### config.mk
export PLATFORM = sky130hd
export DESIGN_NAME = desc_ctrl
export DESIGN_NICKNAME = d
export VERILOG_FILES = /design/src/desc_ctrl.v
export VERILOG_INCLUDE_DIRS = /design/src
export SDC_FILE = /design/constraint.sdc
export NUM_CORES = 1
export LEC_CHECK = 0
export BUFFER_PORTS_ARGS = -buffer_cell sky130_fd_sc_hd__buf_4
export CORE_MARGIN = 1.5
export CORE_UTILIZATION = 50
export DETAILED_ROUTE_END_ITERATION = 8
export PLACE_DENSITY = 0.77
export SYNTH_ARGS = -nofsm -noshare
export SYNTH_HDL_FRONTEND = slang
export SYNTH_SLANG_ARGS = --single-unit
### constraint.sdc
create_clock -name core_clk_i -period 2.93 [get_ports core_clk_i]
set_clock_uncertainty 0.1 [all_clocks]
set_input_delay 0.1465 -clock core_clk_i [delete_from_list [all_inputs] [get_ports core_clk_i]]
set_output_delay 0.1465 -clock core_clk_i [all_outputs]
set_load 0.03 [all_outputs]
### src/desc_defines.vh
/*
  constants for the debug exception and debug state controller:
  register offsets, status field positions, entry codes and link offsets.
  assumes inclusion by bare name from the controller source.
*/
`ifndef DESC_DEFINES_VH
`define DESC_DEFINES_VH

// register byte offsets on the avalon bus (word aligned)
`define DESC_OFS_STATUS 8'h00
`define DESC_OFS_IFS 8'h04
`define DESC_OFS_DFS 8'h08
`define DESC_OFS_FAR 8'h0C
`define DESC_OFS_WATCHPOINT_FAULT_ADDRESS 8'h10
`define DESC_OFS_PC 8'h14
`define DESC_OFS_CMD 8'h18
`define DESC_OFS_ALR 8'h1C

// debug_status_control field positions
`define DESC_ST_HALTED 0
`define DESC_ST_RESTARTED 1
`define DESC_ST_MOE_LO 2
`define DESC_ST_MOE_HI 5
`define DESC_ST_EXEC_EN 13
`define DESC_ST_MODE_LO 14
`define DESC_ST_MODE_HI 15

// writable status bits: exec enable and mode field
`define DESC_ST_WMASK 32'h0000E000
`define DESC_ST_RESET 32'h00000002

// debug modes in bits 15:14
`define DESC_MODE_NONE 2'h0
`define DESC_MODE_MON 2'h2

// method-of-entry codes
`define DESC_MOE_HALT 4'h0
`define DESC_MOE_BRK 4'h1
`define DESC_MOE_WPT 4'h2
`define DESC_MOE_BREAKPOINT_INSTRUCTION 4'h3
`define DESC_MOE_EXT 4'h4
`define DESC_MOE_VEC 4'h5

// fault status values written on debug exception
`define DESC_FS_DEBUG 32'h00000002

// instruction set states
`define DESC_ISA_32 2'h0
`define DESC_ISA_16 2'h1
`define DESC_ISA_BC 2'h2

// link and pc offsets
`define DESC_OFF_4 32'h00000004
`define DESC_OFF_8 32'h00000008

// command register bits
`define DESC_CMD_HALT 0
`define DESC_CMD_RESTART 1

// bytecode switch clears register bits from this position upward
`define DESC_BC_CLR_LO 9

// value left in undefined-content registers
`define DESC_UNDEF_VAL 32'hDEADBEEF

`endif

### src/desc_ctrl.v
/*
  debug exception and debug state controller for a processor core.
  decides per debug event between ignoring, a monitor-mode exception that
  reuses the abort entry sequences, and halting debug state; keeps the
  fault registers, a frozen program counter and the restart handshake.
  assumes the pipeline reports one committed event per cycle with its
  return address, and that event matching happens elsewhere.
*/
// Notes on behaviour
// RULE1: monitor mode turns software events into exceptions
// RULE2: monitor ignores abort-vector catch events
// RULE3: monitor ignores privileged unlinked context breakpoints
// RULE4: watchpoint exception sets entry code, data abort
// RULE5: watchpoint link is restart plus eight
// RULE6: breakpoint/breakpoint_instruction/vector exception uses prefetch abort
// RULE7: link plus four, watchpoint/data plus eight
// RULE8: watchpoints imprecise, return address may lag
// RULE9: entry sets halted, acknowledge, entry code
// RULE10: entry updates fault registers, watch address undefined; code keeps fault registers, captures watch address
// RULE11: halted core flushes, fetches nothing, keeps mode
// RULE12: dma engine keeps running in debug
// RULE13: debug state ignores events and halt requests
// RULE14: forced execution only with exec enable bit
// RULE15: restart clears restarted flag, exit sets it
// RULE16: pc frozen except direct writes
// RULE17: pc read gives offset by instruction state
// RULE18: restart resumes at written pc address
// RULE19: pc reads undefined after pc writes
// RULE20: switch to bytecode clears bits fifteen to nine
// RULE21: interrupts ignored in debug, masks untouched
// RULE22: external request code 0100, tap halt 0000
// RULE23: mode field selects none, monitor, halting
// RULE24: distinct entry code per event type
`include "desc_defines.vh"

module desc_ctrl #(
  parameter AW = 8
) (
  input wire core_clk_i, // core clock, 40 mhz
  input wire rst_n_i, // asynchronous reset, active low
  input wire clk_en_i, // freezes all state while low
  input wire [AW-1:0] avs_address_i, // avalon byte address
  input wire avs_read_i, // avalon read
  input wire avs_write_i, // avalon write
  input wire [31:0] avs_writedata_i, // avalon write data
  input wire [3:0] avs_byteenable_i, // avalon byte enables
  output reg [31:0] avs_readdata_o, // avalon read data
  output reg avs_waitrequest_o, // avalon wait
  output reg [1:0] avs_response_o, // 00 okay, 10 slave error
  input wire debug_enable_input_i, // debug enable
  input wire external_halt_request_i, // external halt request level
  input wire evt_valid_i, // a debug event committed this cycle
  input wire [2:0] evt_kind_i, // 0 brk 1 wpt 2 breakpoint_instruction 3 vec
  input wire evt_vec_abort_i, // vector catch on an abort vector
  input wire evt_ctx_unlinked_i, // breakpoint is unlinked context match
  input wire priv_mode_i, // core runs privileged
  input wire [1:0] isa_state_i, // 0 32-bit, 1 16-bit, 2 bytecode
  input wire [31:0] ret_addr_i, // return address of the event
  input wire [31:0] wpt_addr_i, // address that hit the watchpoint
  input wire [31:0] forced_pc_i, // pc written by a forced instruction
  input wire forced_pc_we_i, // forced instruction writes pc
  input wire forced_psr_we_i, // forced instruction writes status
  input wire to_bytecode_i, // forced switch 32-bit to bytecode
  input wire [15:0] reg_low_i, // register low half before switch
  input wire core_exited_i, // pipeline has left debug state
  input wire irq_i, // interrupt request from outside
  output reg prefetch_abort_o, // take prefetch abort entry, pulse
  output reg data_abort_o, // take data abort entry, pulse
  output reg [31:0] abort_link_register_o, // link value for abort entry
  output reg debug_acknowledge_o, // core in debug state
  output reg halt_pipe_o, // flush pipeline, fetch nothing
  output reg exec_allowed_o, // forced execution permitted
  output reg restart_o, // restart strobe to pipeline
  output reg [31:0] restart_pc_o, // resume address
  output reg [15:0] reg_low_o, // register low half after switch
  output reg irq_take_o // interrupt passed to core
);

  // run, halted, and waiting for the pipeline to leave after a restart
  localparam S_RUN = 2'h0;
  localparam S_HALT = 2'h1;
  localparam S_EXIT = 2'h2;

  localparam K_BRK = 3'h0;
  localparam K_WPT = 3'h1;
  localparam K_BREAKPOINT_INSTRUCTION = 3'h2;

  reg [1:0] state_ff, nxt_state;
  reg [31:0] status_ff, nxt_status;
  reg [31:0] ifs_ff, nxt_ifs;
  reg [31:0] dfs_ff, nxt_dfs;
  reg [31:0] far_ff, nxt_far;
  reg [31:0] watchpoint_fault_address_ff, nxt_watchpoint_fault_address;
  reg [31:0] pc_ff, nxt_pc;
  reg pc_written_ff, nxt_pc_written;
  reg pc_undef_ff, nxt_pc_undef;
  reg tap_halt_ff, nxt_tap_halt;
  reg tap_restart_ff, nxt_tap_restart;
  reg [31:0] rdata;
  reg bus_err;

  wire [1:0] mode = status_ff[`DESC_ST_MODE_HI:`DESC_ST_MODE_LO];
  wire enabled = debug_enable_input_i && (mode != `DESC_MODE_NONE); // [RULE23]
  wire monitor = enabled && (mode == `DESC_MODE_MON); // [RULE23]
  wire halting = enabled && !monitor; // [RULE23]
  wire in_debug = (state_ff != S_RUN);
  wire bus_req = avs_read_i || avs_write_i;
  wire wr_acc = avs_write_i && !avs_waitrequest_o;

  // monitor filtering: abort vector catches and privileged context hits drop out
  // the filters apply in monitor mode only; halting mode still stops on them
  wire mon_ignore = (evt_kind_i == 3'h3 && evt_vec_abort_i) || // [RULE2]
                    (evt_kind_i == K_BRK && evt_ctx_unlinked_i && priv_mode_i); // [RULE3]
  wire sw_evt = evt_valid_i && !in_debug; // [RULE13]

  // entry code per event kind, each one distinct
  reg [3:0] evt_moe;
  always @*
  begin
    case (evt_kind_i)
      K_BRK: evt_moe = `DESC_MOE_BRK; // [RULE24]
      K_WPT: evt_moe = `DESC_MOE_WPT; // [RULE24]
      K_BREAKPOINT_INSTRUCTION: evt_moe = `DESC_MOE_BREAKPOINT_INSTRUCTION; // [RULE24]
      default: evt_moe = `DESC_MOE_VEC; // [RULE24]
    endcase
  end

  // pc read offset by instruction set state
  // bytecode state reads the return address itself, without an offset
  reg [31:0] pc_view;
  always @*
  begin
    case (isa_state_i)
      `DESC_ISA_32: pc_view = ret_addr_i + `DESC_OFF_8; // [RULE17]
      `DESC_ISA_16: pc_view = ret_addr_i + `DESC_OFF_4; // [RULE17]
      default: pc_view = ret_addr_i; // [RULE17]
    endcase
  end

  // read mux; unmapped offsets answer with a slave error
  // the command offset is write-only and always reads as zero
  always @*
  begin
    rdata = 32'h00000000;
    bus_err = 1'b0;
    case (avs_address_i[7:0])
      `DESC_OFS_STATUS: rdata = status_ff;
      `DESC_OFS_IFS: rdata = ifs_ff;
      `DESC_OFS_DFS: rdata = dfs_ff;
      `DESC_OFS_FAR: rdata = far_ff;
      `DESC_OFS_WATCHPOINT_FAULT_ADDRESS: rdata = watchpoint_fault_address_ff;
      `DESC_OFS_PC: rdata = pc_undef_ff ? `DESC_UNDEF_VAL : pc_ff; // [RULE19]
      `DESC_OFS_CMD: rdata = 32'h00000000;
      `DESC_OFS_ALR: rdata = abort_link_register_o;
      default: bus_err = 1'b1;
    endcase
  end

  // control: event handling, entry, restart handshake
  always @*
  begin
    nxt_state = state_ff;
    nxt_status = status_ff;
    nxt_ifs = ifs_ff;
    nxt_dfs = dfs_ff;
    nxt_far = far_ff;
    nxt_watchpoint_fault_address = watchpoint_fault_address_ff;
    nxt_pc = pc_ff;
    nxt_pc_written = pc_written_ff;
    nxt_pc_undef = pc_undef_ff;
    nxt_tap_halt = 1'b0;
    nxt_tap_restart = 1'b0;
    // software writes: mode and exec-enable bits only
    if (wr_acc && avs_address_i[7:0] == `DESC_OFS_STATUS && avs_byteenable_i[1])
      nxt_status = (status_ff & ~`DESC_ST_WMASK) | (avs_writedata_i & `DESC_ST_WMASK);
    // command bits are one-cycle pulses; a halt written in debug state is lost
    if (wr_acc && avs_address_i[7:0] == `DESC_OFS_CMD && avs_byteenable_i[0])
    begin
      nxt_tap_halt = avs_writedata_i[`DESC_CMD_HALT];
      nxt_tap_restart = avs_writedata_i[`DESC_CMD_RESTART];
    end
    case (state_ff)
      S_RUN:
      begin
        if (debug_enable_input_i && (tap_halt_ff || external_halt_request_i ||
            (sw_evt && halting)))
        begin
          // halting entry: any mode when a request is pending
          nxt_state = S_HALT;
          nxt_status[`DESC_ST_HALTED] = 1'b1; // [RULE9]
          if (sw_evt && halting)
            nxt_status[`DESC_ST_MOE_HI:`DESC_ST_MOE_LO] = evt_moe; // [RULE9]
          else if (external_halt_request_i)
            nxt_status[`DESC_ST_MOE_HI:`DESC_ST_MOE_LO] = `DESC_MOE_EXT; // [RULE22]
          else
            nxt_status[`DESC_ST_MOE_HI:`DESC_ST_MOE_LO] = `DESC_MOE_HALT; // [RULE22]
          // fault registers left alone on entry, watch address captured
          if (sw_evt && halting && evt_kind_i == K_WPT)
            nxt_watchpoint_fault_address = wpt_addr_i; // [RULE10]
          nxt_pc = pc_view; // [RULE17]
          nxt_pc_written = 1'b0;
          nxt_pc_undef = 1'b0;
        end
        else if (sw_evt && monitor && !mon_ignore) // [RULE1]
        begin
          nxt_status[`DESC_ST_MOE_HI:`DESC_ST_MOE_LO] = evt_moe; // [RULE4] [RULE6]
          if (evt_kind_i == K_WPT)
          begin
            nxt_dfs = `DESC_FS_DEBUG; // [RULE4]
            nxt_far = `DESC_UNDEF_VAL; // [RULE5]
            nxt_watchpoint_fault_address = wpt_addr_i; // [RULE5]
          end
          else
            nxt_ifs = `DESC_FS_DEBUG; // [RULE6]
        end
      end
      S_HALT:
      begin
        // requests and events are simply dropped here
        if (forced_pc_we_i && status_ff[`DESC_ST_EXEC_EN])
        begin
          nxt_pc = forced_pc_i; // [RULE16] [RULE18]
          nxt_pc_written = 1'b1;
          nxt_pc_undef = 1'b1; // [RULE19]
        end
        // a status write also spoils later pc reads; restart keeps the written pc
        if (forced_psr_we_i && status_ff[`DESC_ST_EXEC_EN])
          nxt_pc_undef = 1'b1; // [RULE19]
        if (tap_restart_ff)
        begin
          nxt_status[`DESC_ST_RESTARTED] = 1'b0; // [RULE15]
          nxt_state = S_EXIT;
        end
      end
      S_EXIT:
      begin
        // the exit level stays high from an earlier exit until the pipeline is halted
        // again, which happens long before a restart can reach this state
        if (core_exited_i)
        begin
          nxt_status[`DESC_ST_RESTARTED] = 1'b1; // [RULE15]
          nxt_status[`DESC_ST_HALTED] = 1'b0; // [RULE15]
          nxt_state = S_RUN;
        end
      end
      default: nxt_state = S_RUN;
    endcase
  end

  // bytecode switch clears the upper register bits, one lane per bit, so the
  // cleared range follows the boundary constant instead of a hand-made mask
  wire bc_switch = (state_ff == S_HALT) && to_bytecode_i && status_ff[`DESC_ST_EXEC_EN];
  wire [15:0] low_kept;
  genvar gi;
  generate
    for (gi = 0; gi < 16; gi = gi + 1)
    begin : g_low_lane
      if (gi >= `DESC_BC_CLR_LO)
      begin : g_clr
        assign low_kept[gi] = reg_low_i[gi] && !bc_switch;
      end
      else
      begin : g_keep
        assign low_kept[gi] = reg_low_i[gi];
      end
    end
  endgenerate

  // state registers; reset also drops the core out of debug state
  always @(posedge core_clk_i or negedge rst_n_i)
  begin
    if (!rst_n_i)
    begin
      state_ff <= S_RUN;
      status_ff <= `DESC_ST_RESET;
      ifs_ff <= 32'h00000000;
      dfs_ff <= 32'h00000000;
      far_ff <= 32'h00000000;
      watchpoint_fault_address_ff <= 32'h00000000;
      pc_ff <= 32'h00000000;
      pc_written_ff <= 1'b0;
      pc_undef_ff <= 1'b0;
      tap_halt_ff <= 1'b0;
      tap_restart_ff <= 1'b0;
    end
    else if (clk_en_i)
    begin
      state_ff <= nxt_state;
      status_ff <= nxt_status;
      ifs_ff <= nxt_ifs;
      dfs_ff <= nxt_dfs;
      far_ff <= nxt_far;
      watchpoint_fault_address_ff <= nxt_watchpoint_fault_address;
      pc_ff <= nxt_pc;
      pc_written_ff <= nxt_pc_written;
      pc_undef_ff <= nxt_pc_undef;
      tap_halt_ff <= nxt_tap_halt;
      tap_restart_ff <= nxt_tap_restart;
    end
  end

  // core-facing outputs, all registered
  always @(posedge core_clk_i or negedge rst_n_i)
  begin
    if (!rst_n_i)
    begin
      prefetch_abort_o <= 1'b0;
      data_abort_o <= 1'b0;
      abort_link_register_o <= 32'h00000000;
      debug_acknowledge_o <= 1'b0;
      halt_pipe_o <= 1'b0;
      exec_allowed_o <= 1'b0;
      restart_o <= 1'b0;
      restart_pc_o <= 32'h00000000;
      reg_low_o <= 16'h0000;
      irq_take_o <= 1'b0;
    end
    else if (clk_en_i)
    begin
      prefetch_abort_o <= 1'b0;
      data_abort_o <= 1'b0;
      restart_o <= 1'b0;
      if (state_ff == S_RUN && !(debug_enable_input_i && (tap_halt_ff ||
          external_halt_request_i || (sw_evt && halting))) &&
          sw_evt && monitor && !mon_ignore)
      begin
        // return address may trail the watchpoint hit by several instructions
        if (evt_kind_i == K_WPT)
        begin
          data_abort_o <= 1'b1; // [RULE4] [RULE8]
          abort_link_register_o <= ret_addr_i + `DESC_OFF_8; // [RULE5] [RULE7]
        end
        else
        begin
          prefetch_abort_o <= 1'b1; // [RULE6]
          abort_link_register_o <= ret_addr_i + `DESC_OFF_4; // [RULE7]
        end
      end
      debug_acknowledge_o <= nxt_status[`DESC_ST_HALTED]; // [RULE9] [RULE15]
      // only the pipeline stops here; the dma engine has no stop and runs on
      halt_pipe_o <= (nxt_state != S_RUN); // [RULE11] [RULE12]
      exec_allowed_o <= (nxt_state == S_HALT) && nxt_status[`DESC_ST_EXEC_EN]; // [RULE14]
      if (state_ff == S_HALT && tap_restart_ff)
      begin
        restart_o <= 1'b1; // [RULE18]
        restart_pc_o <= pc_written_ff ? pc_ff : `DESC_UNDEF_VAL; // [RULE18]
      end
      reg_low_o <= low_kept; // [RULE20]
      // an interrupt held through debug state is passed on once the core runs
      irq_take_o <= irq_i && (nxt_state == S_RUN); // [RULE21]
    end
  end

  // avalon slave: one wait cycle, then the answer; waitrequest idles high so every
  // request sees the same single wait state, at the cost of a cycle per access
  always @(posedge core_clk_i or negedge rst_n_i)
  begin
    if (!rst_n_i)
    begin
      avs_waitrequest_o <= 1'b1;
      avs_readdata_o <= 32'h00000000;
      avs_response_o <= 2'h0;
    end
    else if (clk_en_i)
    begin
      avs_waitrequest_o <= !(bus_req && avs_waitrequest_o);
      if (bus_req && avs_waitrequest_o)
      begin
        avs_readdata_o <= avs_read_i ? rdata : 32'h00000000;
        avs_response_o <= bus_err ? 2'h2 : 2'h0;
      end
    end
  end

endmodule

==> flow_summary.json <==
{
  "outcome": "finished with violations",
  "violations": "hold timing",
  "nFillCells": 1528,
  "hold_depth": 3,
  "synth_nets": 1289,
  "synthAdderAreaFrac_pct": 0.7242,
  "drv_cap": 0,
  "worstPathRequired_ns": 3.21,
  "yosysTopAreaCell": "dfrtp_1",
  "multiInputGateArea_sq_um": 5037,
  "h-tree-depth": 4,
  "cpMaxStageDelayCell": "dlygate4sd3_1",
  "period_needed_ns": 2.770,
  "ant_nets": 0,
  "ys_seq_area_share_pct": 48.30,
  "yosys_register_bits": 200,
  "detailed_place.area_sq_um": 12670,
  "synth.area.top_cells": "dfrtp_1 (48%), nand2_1 (6.0%), o21ai_0 (5.9%)",
  "max_freq_ghz": 0.3611,
  "cp_max_fo": 21,
  "cp.arrival_ns": 3.05,
  "cts_tree": "built",
  "drt-total-wl_microns": 36380,
  "critPathLaunch": "state_ff[1]",
  "total_power_mw": 8.371,
  "drc": 0,
  "critPathKind": "register to register",
  "first_iter_violations": 964,
  "synth_cells": 1106,
  "slew-limit-headroom_pct": 21.03,
  "first_pass_iters": 6,
  "worstSetupStartpointType": "register",
  "synth_area_sq_um": 10370,
  "endpoint_kind": "register",
  "synthMuxAreaShare_pct": 6.614,
  "reg2reg_from": "state_ff[1]",
  "dpl.hpwl_microns": 25400,
  "core_sq_um": 20300,
  "synth_top_family_by_area": "simple AND/OR/NAND/NOR gates",
  "portBuffers": 268,
  "maxSlewViolCount": 0,
  "root_buffer": "clkbuf_16",
  "cts_max_path_buffers": 2,
  "path_cells": "inv_1, ha_1, buf_4, nor2b_1, a31oi_2, nor2_1, buf_4, nand2_1, o211ai_2, dlygate4sd3_1",
  "min_to": "abort_link_register_o[17]",
  "grt_setup_unrepaired": "false",
  "num_antenna_cells": 0,
  "whs_ns": -0.01733,
  "die_w_microns": 147.0,
  "synth_xor_area_share_pct": 4.140,
  "hold_viol": 1,
  "synth_compound_area_share_pct": 16.39,
  "clk_pin_slew_worst_paths_ns": 0.08,
  "seq_area_sq_um": 5007,
  "crit_top_cell": "buf_4",
  "clkSinkCount": 200,
  "ir_worst_vdd_mv": 0.4312,
  "vias": 10190,
  "synthDistinctLibCells": 75,
  "max_stage_delay_ns": 0.56,
  "drive_gt1_share_pct": 26.53,
  "hold_path_class": "primary input to register",
  "pwr_density_cell_nw_per_um2": 581.1,
  "grt_pass1_wl_microns": 55870,
  "timing.rr.end": "pc_ff[22]",
  "synthSimpleGateAreaFrac_pct": 20.47,
  "p_leak_nw": 6.520,
  "min_from": "ret_addr_i[17]",
  "async_flop_share_pct": 100.0,
  "final.period_utilization_pct": 94.52,
  "tightest_slew_ns": 1.185,
  "area_growth_pct": 38.95,
  "setup_viol": 0,
  "core.rowCount": 52,
  "synth_area_per_cell_sq_um": 9.373,
  "design.die.area_sq_um": 21600,
  "r2r_slack_ns": 0.16,
  "grt.total_usage_pct": 33.84,
  "wl_per_cell_microns": 20.86,
  "ys.flop_type": "dfrtp_1",
  "pin_count": 299,
  "clk_latency_ns": 0.44,
  "grt_max_degree": 77,
  "fp.dieH_microns": 147.0,
  "start_util_pct": 51.07,
  "synth_top_area_share_pct": 47.80,
  "fin_nets": 1646,
  "postCtsSetupBuffers": 0,
  "worst_r2r_path_depth": 10,
  "gr-total-overflow": 0,
  "synth_edf_count": 0,
  "tns_ns": 0,
  "grt_pass1_vias": 9907,
  "cts_made_buffers": 17,
  "antenna_found_initial": 0,
  "design_area_sq_um": 14400,
  "vias_per_cell": 5.842,
  "globalplace.congestion": 0.9408,
  "yosysWarnings": 0
}
[metal layers]
metal | vias up | share of wire, % | routed length, microns | global-route usage, %
met5 | - | 0 | 0 | 0
met4 | 0 | 3.2 | 1164 | 12.65
met3 | 89 | 9.0 | 3259 | 5.404
met2 | 570 | 47 | 16950 | 53.63
met1 | 4904 | 41 | 15000 | 47.12
li1 | 4625 | - | - | -
[power breakdown]
group	switching, mW	internal, mW
Sequential	0.569	3.20
Clock	1.12	1.19
Combinational	1.25	1.04
Total	2.93	5.44
[worst max path at each step]
stage,slack (ns),to,cells past startpoint
after floorplan,0.59,watchpoint_fault_address_ff[13],8
after global routing,0.02,pc_ff[22],10
final,0.16,pc_ff[22],10
after detailed placement,0.25,abort_link_register_o[17],8
after global placement,0.35,abort_link_register_o[19],8
after CTS,0.07,pc_ff[12],10
[layout by cell type, fill, tap and decap left out, types with 17 or more instances in the layout]
| cell | n |
|---|---|
| a211oi_1 | 37 |
| a21oi_1 | 35 |
| buf_4 | 289 |
| clkbuf_16 | 17 |
| dfrtp_1 | 198 |
| dlygate4sd3_1 | 116 |
| mux2_2 | 41 |
| nand2_1 | 167 |
| nand3_1 | 31 |
| nand4_1 | 20 |
| nor2_1 | 91 |
| nor2b_1 | 31 |
| nor3_1 | 22 |
| o21ai_0 | 123 |
| xnor2_1 | 19 |
| xor2_1 | 30 |
[sequential cells by signal, summed over array words and instances, names as in the netlist, 2 cells and up]
register,cells
status_ff,8
avs_readdata_o,32
abort_link_register_o,32
state_ff,2
reg_low_o,16
watchpoint_fault_address_ff,32
restart_pc_o,32
pc_ff,32
[logic make-up (layout without fill, tap and decap cells)]
| logic type | Yosys count | in the layout |
|---|---|---|
| AOI/OAI and AO/OA | 274 | 274 |
| buffers and inverters | 81 | 449 |
| muxes | 62 | 62 |
| DFF | 200 | 200 |
| adders and majority gates | 6 | 6 |
| other | 1 | 1 |
| and+or+nand+nor | 433 | 433 |
| xor gates and xnor gates | 49 | 49 |
[per-stage QoR]
step / setup slack (ns) / instances / util (%)
final: 0.1604 / 1744 / 70.96
after global routing: 0.02208 / 1744 / 70.96
after CTS: 0.07091 / 1744 / 70.90
after detailed placement: 0.2505 / 1598 / 62.41
after global placement: 0.3525 / 1598 / 62.41
after floorplan: 0.5924 / 1106 / -
[cell type report]
cell class,count,share of cell area (%)
well taps,270,2.345
clock inverters,13,0.9555
multi-input cells,825,34.97
inverters,9,0.2345
flip-flops and latches,200,34.76
clock buffers,17,2.953
repair buffers,410,23.78
[repair_timing]
item,4_1_cts,5_1_grt
hold endpoints to repair,177,0
hold buffers,116,0
endpoints found under the setup margin,0,7
gates resized for setup,0,3
[synthesized netlist by cell type, drive strengths merged, types with 2 or more instances]
library cell and count:
a31oi 4, o211ai 9, nand2 168, xnor2 19, a22oi 11, nor3 22, a21oi 35, o2bb2ai 3
and3 11, a211oi 37, a21bo 2, a32o 4, o21bai 2, o21ai 127, xor2 30, or2 3
nor4b 4, o22ai 7, buf 23, o31a 2, a21o 3, nor3b 4, nor2b 31, o22a 2
and2 11, nand2b 3, o21a 4, o31ai 5, mux2 52, and4 7, nand4 21, nor2 92
nand3 32, dfrtp 198, inv 9, dfstp 2, nor4 12, a21boi 2, or3 5, clkbuf 49
ha 6, nand3b 2, a22o 9, mux2i 10
[critical path: cells and delay by family, from the launching register on]
kind | cells | cell delay, ns
AND/OR/NAND/NOR | 3 | 0.51
AO/OA/AOI/OAI | 2 | 0.30
buffers and inverters | 4 | 1.11
adder cells (fa/ha/maj) | 1 | 0.23
flip-flops | 1 | 0.45
Note: power is estimated with default switching activity, not from simulation.
